--- src/rtl/iat_defs.svh ---
`ifndef IAT_DEFS_SVH
`define IAT_DEFS_SVH

// Register indices and their byte addresses; each register owns one aligned word.
`define IAT_IDX_TIMEOUT      2'h0
`define IAT_IDX_MASK         2'h1
`define IAT_IDX_STATUS       2'h2
`define IAT_IDX_IRQ_STAT     2'h3
`define IAT_IDX_IRQ_MASK     3'h4
`define IAT_ADDR_TIMEOUT     8'h00
`define IAT_ADDR_MASK        8'h04
`define IAT_ADDR_STATUS      8'h08
`define IAT_ADDR_IRQ_STAT    8'h0C
`define IAT_ADDR_IRQ_MASK    8'h10

// Field positions.
`define IAT_MSK_PORT_TWO     3
`define IAT_MSK_PORT_ONE     2
`define IAT_MSK_USED         8'h0C
`define IAT_ST_ALARM_BIT     0
`define IAT_EV_EXPIRE        0
`define IAT_EV_TRIGGER       1

// Reset values.
`define IAT_RST_TIMEOUT      8'h00
`define IAT_RST_MASK         8'h00
`define IAT_RST_STATUS       8'h01

// Timing: one minute of a 40 MHz clock.
`define IAT_CLK_HZ           40000000
`define IAT_MINUTE_S         60
`define IAT_MINUTE_CYCLES    (`IAT_CLK_HZ * `IAT_MINUTE_S)

`endif

--- src/rtl/iat_pkg.sv ---
`default_nettype none
package iat_pkg;
    typedef enum logic [1:0] {IAT_IDLE, IAT_COUNT, IAT_EXPIRED} iat_state_t;

    typedef struct packed {
        logic [7:0] timeout;
        logic [7:0] mask;
    } iat_cfg_t;

    typedef struct packed {
        logic port_one;
        logic port_two;
    } iat_irq_t;
endpackage
`default_nettype wire

--- src/rtl/iat_prescaler.sv ---
`include "iat_defs.svh"
`default_nettype none
module iat_prescaler #(
    parameter int unsigned MINUTE_CYCLES = `IAT_MINUTE_CYCLES
) (
    // Clock and reset
    input  wire logic mclk_in,
    input  wire logic nrst_in,
    // Control
    input  wire logic restart_in,
    input  wire logic run_in,
    // Tick
    output logic      tick_out
);
    logic [31:0] cnt_reg;

    // The prescaler restarts on every load so a reload always buys a full minute.
    always_ff @(posedge mclk_in) begin
        if (!nrst_in || restart_in || !run_in) begin
            cnt_reg  <= 32'h0;
            tick_out <= 1'b0;
        end else if (cnt_reg == MINUTE_CYCLES - 1) begin
            cnt_reg  <= 32'h0;
            tick_out <= 1'b1;
        end else begin
            cnt_reg  <= cnt_reg + 32'h1;
            tick_out <= 1'b0;
        end
    end

    chk_tick_spacing: assert property (@(posedge mclk_in) disable iff (!nrst_in)
        tick_out |=> !tick_out)
        else $error("Minute tick lasted more than one cycle.");
endmodule // iat_prescaler
`default_nettype wire

--- src/rtl/iat_timer.sv ---
`include "iat_defs.svh"
`default_nettype none
module iat_timer
    import iat_pkg::*;
#(
    parameter int unsigned MINUTE_CYCLES = `IAT_MINUTE_CYCLES
) (
    // Clock and reset
    input  wire logic           mclk_in,
    input  wire logic           nrst_in,
    // AXI4-Lite write address and data
    input  wire logic [7:0]     s_axi_awaddr_in,
    input  wire logic           s_axi_awvalid_in,
    output logic                s_axi_awready_out,
    input  wire logic [31:0]    s_axi_wdata_in,
    input  wire logic [3:0]     s_axi_wstrb_in,
    input  wire logic           s_axi_wvalid_in,
    output logic                s_axi_wready_out,
    // AXI4-Lite write response
    output logic [1:0]          s_axi_bresp_out,
    output logic                s_axi_bvalid_out,
    input  wire logic           s_axi_bready_in,
    // AXI4-Lite read
    input  wire logic [7:0]     s_axi_araddr_in,
    input  wire logic           s_axi_arvalid_in,
    output logic                s_axi_arready_out,
    output logic [31:0]         s_axi_rdata_out,
    output logic [1:0]          s_axi_rresp_out,
    output logic                s_axi_rvalid_out,
    input  wire logic           s_axi_rready_in,
    // Serial port interrupt requests
    input  wire iat_pkg::iat_irq_t serial_irq_in,
    // Alarm and interrupt
    output logic                alarm_out_n_out,
    output logic                irq_out
);
    import iat_pkg::*;

    iat_cfg_t   cfg_reg;
    iat_state_t state_reg;
    logic [7:0] count_reg;
    logic [1:0] irq_stat_reg;
    logic [1:0] irq_mask_reg;
    logic       aw_held_reg;
    logic       w_held_reg;
    logic [7:0] awaddr_reg;
    logic [31:0] wdata_reg;
    logic [3:0] wstrb_reg;
    logic       tick;
    logic       trigger;
    logic       do_write;
    logic       wr_timeout;
    logic       reload;

    function automatic logic addr_hit(input logic [7:0] a, input logic [7:0] reg_addr);
        return a == reg_addr;
    endfunction

    // Write channel: address and data accepted in either order.
    assign do_write   = aw_held_reg && w_held_reg && !s_axi_bvalid_out;
    assign wr_timeout = do_write && addr_hit(awaddr_reg, `IAT_ADDR_TIMEOUT) && wstrb_reg[0];

    always_ff @(posedge mclk_in) begin
        if (!nrst_in) begin
            aw_held_reg       <= 1'b0;
            w_held_reg        <= 1'b0;
            awaddr_reg        <= 8'h00;
            wdata_reg         <= 32'h0;
            wstrb_reg         <= 4'h0;
            s_axi_awready_out <= 1'b0;
            s_axi_wready_out  <= 1'b0;
            s_axi_bvalid_out  <= 1'b0;
            s_axi_bresp_out   <= 2'h0;
        end else begin
            s_axi_awready_out <= !aw_held_reg && !s_axi_awready_out && !s_axi_bvalid_out;
            s_axi_wready_out  <= !w_held_reg && !s_axi_wready_out && !s_axi_bvalid_out;
            if (s_axi_awvalid_in && s_axi_awready_out) begin
                aw_held_reg <= 1'b1;
                awaddr_reg  <= s_axi_awaddr_in;
                s_axi_awready_out <= 1'b0;
            end
            if (s_axi_wvalid_in && s_axi_wready_out) begin
                w_held_reg <= 1'b1;
                wdata_reg  <= s_axi_wdata_in;
                wstrb_reg  <= s_axi_wstrb_in;
                s_axi_wready_out <= 1'b0;
            end
            if (do_write) begin
                aw_held_reg      <= 1'b0;
                w_held_reg       <= 1'b0;
                s_axi_bvalid_out <= 1'b1;
                s_axi_bresp_out  <= (awaddr_reg <= `IAT_ADDR_IRQ_MASK && awaddr_reg[1:0] == 2'h0)
                                    ? 2'h0 : 2'h2;
            end else if (s_axi_bvalid_out && s_axi_bready_in) begin
                s_axi_bvalid_out <= 1'b0;
            end
        end
    end

    // Configuration registers; the timeout write doubles as start/stop command.
    always_ff @(posedge mclk_in) begin
        if (!nrst_in) begin
            cfg_reg.timeout <= `IAT_RST_TIMEOUT;
            cfg_reg.mask    <= `IAT_RST_MASK;
            irq_mask_reg    <= 2'h0;
        end else if (do_write && wstrb_reg[0]) begin
            if (addr_hit(awaddr_reg, `IAT_ADDR_TIMEOUT))
                cfg_reg.timeout <= wdata_reg[7:0];
            if (addr_hit(awaddr_reg, `IAT_ADDR_MASK))
                cfg_reg.mask <= wdata_reg[7:0] & `IAT_MSK_USED;
            if (addr_hit(awaddr_reg, `IAT_ADDR_IRQ_MASK))
                irq_mask_reg <= wdata_reg[1:0];
        end
    end

    // Only enabled serial requests count as activity.
    assign trigger = (cfg_reg.mask[`IAT_MSK_PORT_TWO] && serial_irq_in.port_two)
                  || (cfg_reg.mask[`IAT_MSK_PORT_ONE] && serial_irq_in.port_one);
    assign reload  = wr_timeout || (state_reg == IAT_COUNT && trigger);

    iat_prescaler #(
        .MINUTE_CYCLES (MINUTE_CYCLES)
    ) u_prescaler (
        .mclk_in    (mclk_in),
        .nrst_in    (nrst_in),
        .restart_in (reload),
        .run_in     (state_reg == IAT_COUNT),
        .tick_out   (tick)
    );

    // Countdown state machine. Triggers after expiry are ignored until software rewrites.
    always_ff @(posedge mclk_in) begin
        if (!nrst_in) begin
            state_reg       <= IAT_IDLE;
            count_reg       <= 8'h00;
            alarm_out_n_out <= 1'b1;
        end else if (wr_timeout) begin
            count_reg       <= wdata_reg[7:0];
            alarm_out_n_out <= 1'b1;
            state_reg       <= (wdata_reg[7:0] != 8'h00) ? IAT_COUNT : IAT_IDLE;
        end else begin
            unique case (state_reg)
                IAT_IDLE: begin
                end
                IAT_COUNT: begin
                    if (trigger) begin
                        count_reg <= cfg_reg.timeout;
                    end else if (tick) begin
                        if (count_reg == 8'h01) begin
                            count_reg       <= 8'h00;
                            state_reg       <= IAT_EXPIRED;
                            alarm_out_n_out <= 1'b0;
                        end else begin
                            count_reg <= count_reg - 8'h01;
                        end
                    end
                end
                IAT_EXPIRED: begin
                end
                default: state_reg <= IAT_IDLE;
            endcase
        end
    end

    // Sticky events: set wins over a same-cycle write-one-to-clear.
    always_ff @(posedge mclk_in) begin
        if (!nrst_in) begin
            irq_stat_reg <= 2'h0;
        end else begin
            for (int i = 0; i < 2; i++) begin
                if ((i == `IAT_EV_EXPIRE && state_reg == IAT_COUNT && tick && !trigger
                     && count_reg == 8'h01 && !wr_timeout)
                    || (i == `IAT_EV_TRIGGER && reload && !wr_timeout))
                    irq_stat_reg[i] <= 1'b1;
                else if (do_write && wstrb_reg[0] && addr_hit(awaddr_reg, `IAT_ADDR_IRQ_STAT)
                         && wdata_reg[i])
                    irq_stat_reg[i] <= 1'b0;
            end
        end
    end

    // Alarm interrupt stays up as long as the alarm is active.
    always_ff @(posedge mclk_in) begin
        if (!nrst_in)
            irq_out <= 1'b0;
        else
            irq_out <= |(irq_stat_reg & irq_mask_reg) || (irq_mask_reg[`IAT_EV_EXPIRE]
                       && state_reg == IAT_EXPIRED && !wr_timeout);
    end

    // Read channel.
    always_ff @(posedge mclk_in) begin
        if (!nrst_in) begin
            s_axi_arready_out <= 1'b0;
            s_axi_rvalid_out  <= 1'b0;
            s_axi_rdata_out   <= 32'h0;
            s_axi_rresp_out   <= 2'h0;
        end else begin
            s_axi_arready_out <= !s_axi_rvalid_out && !s_axi_arready_out;
            if (s_axi_arvalid_in && s_axi_arready_out) begin
                s_axi_arready_out <= 1'b0;
                s_axi_rvalid_out  <= 1'b1;
                s_axi_rresp_out   <= 2'h0;
                s_axi_rdata_out   <= 32'h0;
                if (addr_hit(s_axi_araddr_in, `IAT_ADDR_TIMEOUT))
                    s_axi_rdata_out[7:0] <= cfg_reg.timeout;
                else if (addr_hit(s_axi_araddr_in, `IAT_ADDR_MASK))
                    s_axi_rdata_out[7:0] <= cfg_reg.mask;
                else if (addr_hit(s_axi_araddr_in, `IAT_ADDR_STATUS))
                    s_axi_rdata_out[0] <= alarm_out_n_out;
                else if (addr_hit(s_axi_araddr_in, `IAT_ADDR_IRQ_STAT))
                    s_axi_rdata_out[1:0] <= irq_stat_reg;
                else if (addr_hit(s_axi_araddr_in, `IAT_ADDR_IRQ_MASK))
                    s_axi_rdata_out[1:0] <= irq_mask_reg;
                else
                    s_axi_rresp_out <= 2'h2;
            end else if (s_axi_rvalid_out && s_axi_rready_in) begin
                s_axi_rvalid_out <= 1'b0;
            end
        end
    end

    chk_trig_reload: assert property (@(posedge mclk_in) disable iff (!nrst_in)
        state_reg == IAT_COUNT && trigger && !wr_timeout |=> count_reg == $past(cfg_reg.timeout))
        else $error("Trigger did not reload the counter.");
    chk_masked_ignored: assert property (@(posedge mclk_in) disable iff (!nrst_in)
        state_reg == IAT_COUNT && !trigger && !tick && !wr_timeout |=> $stable(count_reg))
        else $error("Counter moved without a tick or trigger.");
    chk_port_two: assert property (@(posedge mclk_in) disable iff (!nrst_in)
        cfg_reg.mask[3] && serial_irq_in.port_two |-> trigger)
        else $error("Port two request not seen as trigger.");
    chk_port_one: assert property (@(posedge mclk_in) disable iff (!nrst_in)
        cfg_reg.mask[2] && serial_irq_in.port_one |-> trigger)
        else $error("Port one request not seen as trigger.");
    chk_port_masked: assert property (@(posedge mclk_in) disable iff (!nrst_in)
        !cfg_reg.mask[2] && !cfg_reg.mask[3] |-> !trigger)
        else $error("Masked request acted as trigger.");
    chk_expire_alarm: assert property (@(posedge mclk_in) disable iff (!nrst_in)
        state_reg == IAT_COUNT && tick && !trigger && count_reg == 8'h01 && !wr_timeout
        |=> !alarm_out_n_out && state_reg == IAT_EXPIRED)
        else $error("Expiry did not assert the alarm.");
    chk_alarm_state: assert property (@(posedge mclk_in) disable iff (!nrst_in)
        !alarm_out_n_out |-> state_reg == IAT_EXPIRED)
        else $error("Alarm active outside the expired state.");
    chk_write_release: assert property (@(posedge mclk_in) disable iff (!nrst_in)
        wr_timeout |=> alarm_out_n_out && (state_reg == IAT_IDLE) == ($past(wdata_reg[7:0]) == 8'h00))
        else $error("Timeout write did not release or start correctly.");
    chk_decrement: assert property (@(posedge mclk_in) disable iff (!nrst_in)
        state_reg == IAT_COUNT && tick && !trigger && !wr_timeout && count_reg > 8'h01
        |=> count_reg == $past(count_reg) - 8'h01)
        else $error("Counter did not decrement by one on the tick.");
    chk_irq_hold: assert property (@(posedge mclk_in) disable iff (!nrst_in)
        irq_mask_reg[0] && state_reg == IAT_EXPIRED ##1 state_reg == IAT_EXPIRED |-> irq_out)
        else $error("Interrupt dropped while alarm active.");
    chk_status_read: assert property (@(posedge mclk_in) disable iff (!nrst_in)
        s_axi_arvalid_in && s_axi_arready_out && s_axi_araddr_in == 8'h08
        |=> s_axi_rdata_out == {31'h0, $past(alarm_out_n_out)})
        else $error("Status read does not mirror alarm.");
    chk_reset_status: assert property (@(posedge mclk_in)
        !nrst_in |=> alarm_out_n_out && state_reg == IAT_IDLE)
        else $error("Reset did not clear the alarm.");

    cov_expire: cover property (@(posedge mclk_in) disable iff (!nrst_in) $fell(alarm_out_n_out));
    cov_trigger: cover property (@(posedge mclk_in) disable iff (!nrst_in)
        state_reg == IAT_COUNT && trigger);
    cov_stop: cover property (@(posedge mclk_in) disable iff (!nrst_in)
        wr_timeout && wdata_reg[7:0] == 8'h00);
endmodule // iat_timer
`default_nettype wire
--- config.mk ---
export PLATFORM = sky130hd
export DESIGN_NAME = iat_timer
export DESIGN_NICKNAME = d
export VERILOG_FILES = /design/src/rtl/iat_pkg.sv /design/src/rtl/iat_prescaler.sv /design/src/rtl/iat_timer.sv
export VERILOG_INCLUDE_DIRS = /design/src /design/src/rtl
export SDC_FILE = /design/constraint.sdc
export NUM_CORES = 1
export LEC_CHECK = 0
export BUFFER_PORTS_ARGS = -buffer_cell sky130_fd_sc_hd__buf_2
export CAP_MARGIN = 5
export CORE_ASPECT_RATIO = 1.4
export CORE_MARGIN = 2
export CORE_UTILIZATION = 54
export DETAILED_ROUTE_END_ITERATION = 16
export GPL_TIMING_DRIVEN = 0
export PLACE_DENSITY_LB_ADDON = 0.1
export SLEW_MARGIN = 20
export SYNTH_ARGS = -nofsm -noshare
export SYNTH_HDL_FRONTEND = slang
export SYNTH_SLANG_ARGS = --single-unit
--- constraint.sdc ---
create_clock -name mclk_in -period 2.9 [get_ports mclk_in]
set_clock_uncertainty 0.2 [all_clocks]
set_input_delay 0 -clock mclk_in [delete_from_list [all_inputs] [get_ports mclk_in]]
set_output_delay 0 -clock mclk_in [all_outputs]
set_load 0.02 [all_outputs]
==> results.md <==
* Largest cells by area after synthesis: dfxtp_1 42%, nand2_1 6.2%, buf_4 5.2%, a21boi_0 4.9%, nor2_1 4.1%
* DR DRC count at 0
* Buf/Inv on CP at 3
* CTS tree: done
* Wire length per cell at 14.9 um
* Tmin final at 2.34 ns
* Setup violators final at 0
* GRT Overall Usage at 0.263
* Hold depth at 4
* Worst r2r src: count_reg[0]
* P&R area growth vs syn at 28.7%
* Port bufs at 48
* CP max FO at 5
* CP Launch Point: s_axi_araddr_in[6]
* Peak supply drop at 0.366 mV
* Post-Place Worst Slack at 0.670 ns
* R2R depth at 6
* Die width at 80.8 um
* DP Area at 4920 um2
* Row cnt at 39
* Final Max Tran Viols at 0
* Hold slack at 0.0208 ns
* Commonest cells after routing, fill and taps aside: 93 x dfxtp_1, 73 x nand2_1, 50 x buf_2, 49 x nor2_1, 47 x dlygate4sd3_1
* ANT nets after route at 0
* Total negative slack at 0 ns
* WP data arrival at 2.42 ns
* Mean Syn Cell Area at 8.52 um2
* Yosys cell types at 57
* First-pass GRT wire length at 18,500 um
* M3 GR Usage at 0.0348
* Startpoint Class: input port
* Commonest non-fill, non-tap cell in the layout: dfxtp_1
* Die Y at 111 um
* Fill cells at 631
* Status: completed
* Post-Layout Cell Count at 761
* Cells after Synth at 523
* GRT busiest layer: met2
* Fraction of registers with async set/reset at 0
* Yosys top cell area share at 0.418
* Sink Count at 93
* Initial antenna violation count at 0
* Pwr Density at 509 nW/um2
* Design area at 5730 um2
* Core area at 8100 um2
* FF+latch count, synth at 93
* Die area at 9000 um2
* Top Ports at 104
* Stages on worst setup path at 8
* CTS Buf Count at 9
* Unrepaired setup endpoints after global routing: false
* Crit-path leading delay family: buffers and inverters
* Post-CTS Resized at 0
* Largest net degree at the start of global routing at 17
* Routability cong. at 0.923
* Drt pass-1 iters at 6
* Share of post-route cells with drive strength above 1 at 0.164
* Met1 usage at 0.294
* Final count of hold timing violations at 0
* Clock slew at reported path FFs at 0.07 ns
* Largest register FFs at 32
* Synth Flop Type: dfxtp_1
* Slowest-stage cell, CP: dlygate4sd3_1
* Post-synthesis cell area at 4450 um2
* Vias at 4,137
* Worst skew pair latency at 0.34 ns
* HP Class: input port to flop
* Final core utilization at 0.708
* Static leakage at 2.17 nW
* Initial core utilization at 0.550
* Post-synth EDFFs at 0
* Nets at 718
* Final period utilization at 0.806
* Cell taking the most area after synthesis: dfxtp_1
* HP Start: s_axi_araddr_in[0]
* Critical Path RT at 2.98 ns
* Max Clk Rate at 428 MHz
* DR vias/cell at 5.44
* Diodes inserted at 0
* Sequential share of the synthesized area at 0.418
* Vias in the first global route at 4,077
* Met2 usage at 0.471
* Detail Placement HPWL at 7850 um
* Rel. slew slack at 0.628
* Max incr delay on CP at 0.55 ns
* Grt ovf at 0
* Clk buf depth at 2
* Total power at 2.92 mW
* CTS Root Cell: clkbuf_16
* Ys Warns at 0
* 1st-iter DRT viols at 262
* Crit-path cells: dlygate4sd3_1 > buf_2 > or4_4 > or4_4 > nor2_1 > a21oi_1 > a21oi_1 > dlygate4sd3_1
* Crit. End Element: flop
* PnR worst setup slack at 0.563 ns
* Routed wire length at 11,300 um
* H-tree level count at 3
* Max Cap Violations at 0
* Setup CP Type: input port to flop
* Placed insts at 698
* Slew @ Worst Pin at 0.558 ns
-- per-layer routing --
layer	up-vias	share of wire
met4	0	0.038
met1	1924	0.40
met2	137	0.52
li1	2043	-
met3	33	0.040
met5	-	0
-- synth_stat cells (all sizes together) (3+ instances only) --
cell type and count:
nand2b 5, inv 7, nand3 23, a22oi 7, o211ai 4, nor4b 3, o21ai 15, a31oi 3
or3 4, and4 6, a21oi 13, nor2 49, a21boi 29, nor4 14, o21a 3, clkbuf 14
ha 3, buf 35, mux2i 8, and2 7, nand4 11, nand2 73, nor2b 14, and3 5
xnor2 17, dfxtp 93, nor3 16, xor2 13
-- report_power, final --
group	internal [mW]	switching [mW]
logic	0.118	0.124
registers	1.30	0.0204
clock network	0.847	0.510
-- path summary, 6_finish.rpt --
check | endpoint | slack [ns]
hold / removal | s_axi_rresp_out[1] | 0.02
hold reg to reg | u_prescaler.cnt_reg[0] | 0.24
setup / recovery | s_axi_rdata_out[1] | 0.56
setup reg to reg | count_reg[4] | 0.63
-- cell type report --
class / count / area [um2] / share of cell area
Timing Repair Buffer: 95 / 711 / 0.124
Inverter: 7 / 26.3 / 0.00458
Clock buffer: 9 / 225 / 0.0393
Clock inverter: 7 / 120 / 0.0210
Buffer: 49 / 318 / 0.0554
Sequential cell: 93 / 1860 / 0.325
Tap cell: 102 / 128 / 0.0223
Multi-Input combinational cell: 399 / 2340 / 0.409
-- worst reg2reg max path, cell delays in order, from the launching register on --
cell	delay [ns]
dfxtp_1	0.43
ha_1	0.17
or4b_4	0.48
o21ai_1	0.39
o21ai_0	0.23
a21oi_1	0.20
a21oi_1	0.08
-- cell families after synthesis --
logic type,count (synthesis),share of synthesized area
other cells,1,0.000842
buf+inv,56,0.0772
xor+xnor,30,0.0590
flops,93,0.418
fa+ha+maj,3,0.00843
mux,9,0.0205
simple gates,240,0.275
compound gates,91,0.141
-- timing repair --
action | CTS | global route
setup buffers | 0 | 0
hold endpoints to repair | 37 | 0
hold buffers | 47 | 0
No activity file was read; power rests on OpenSTA's default activity.
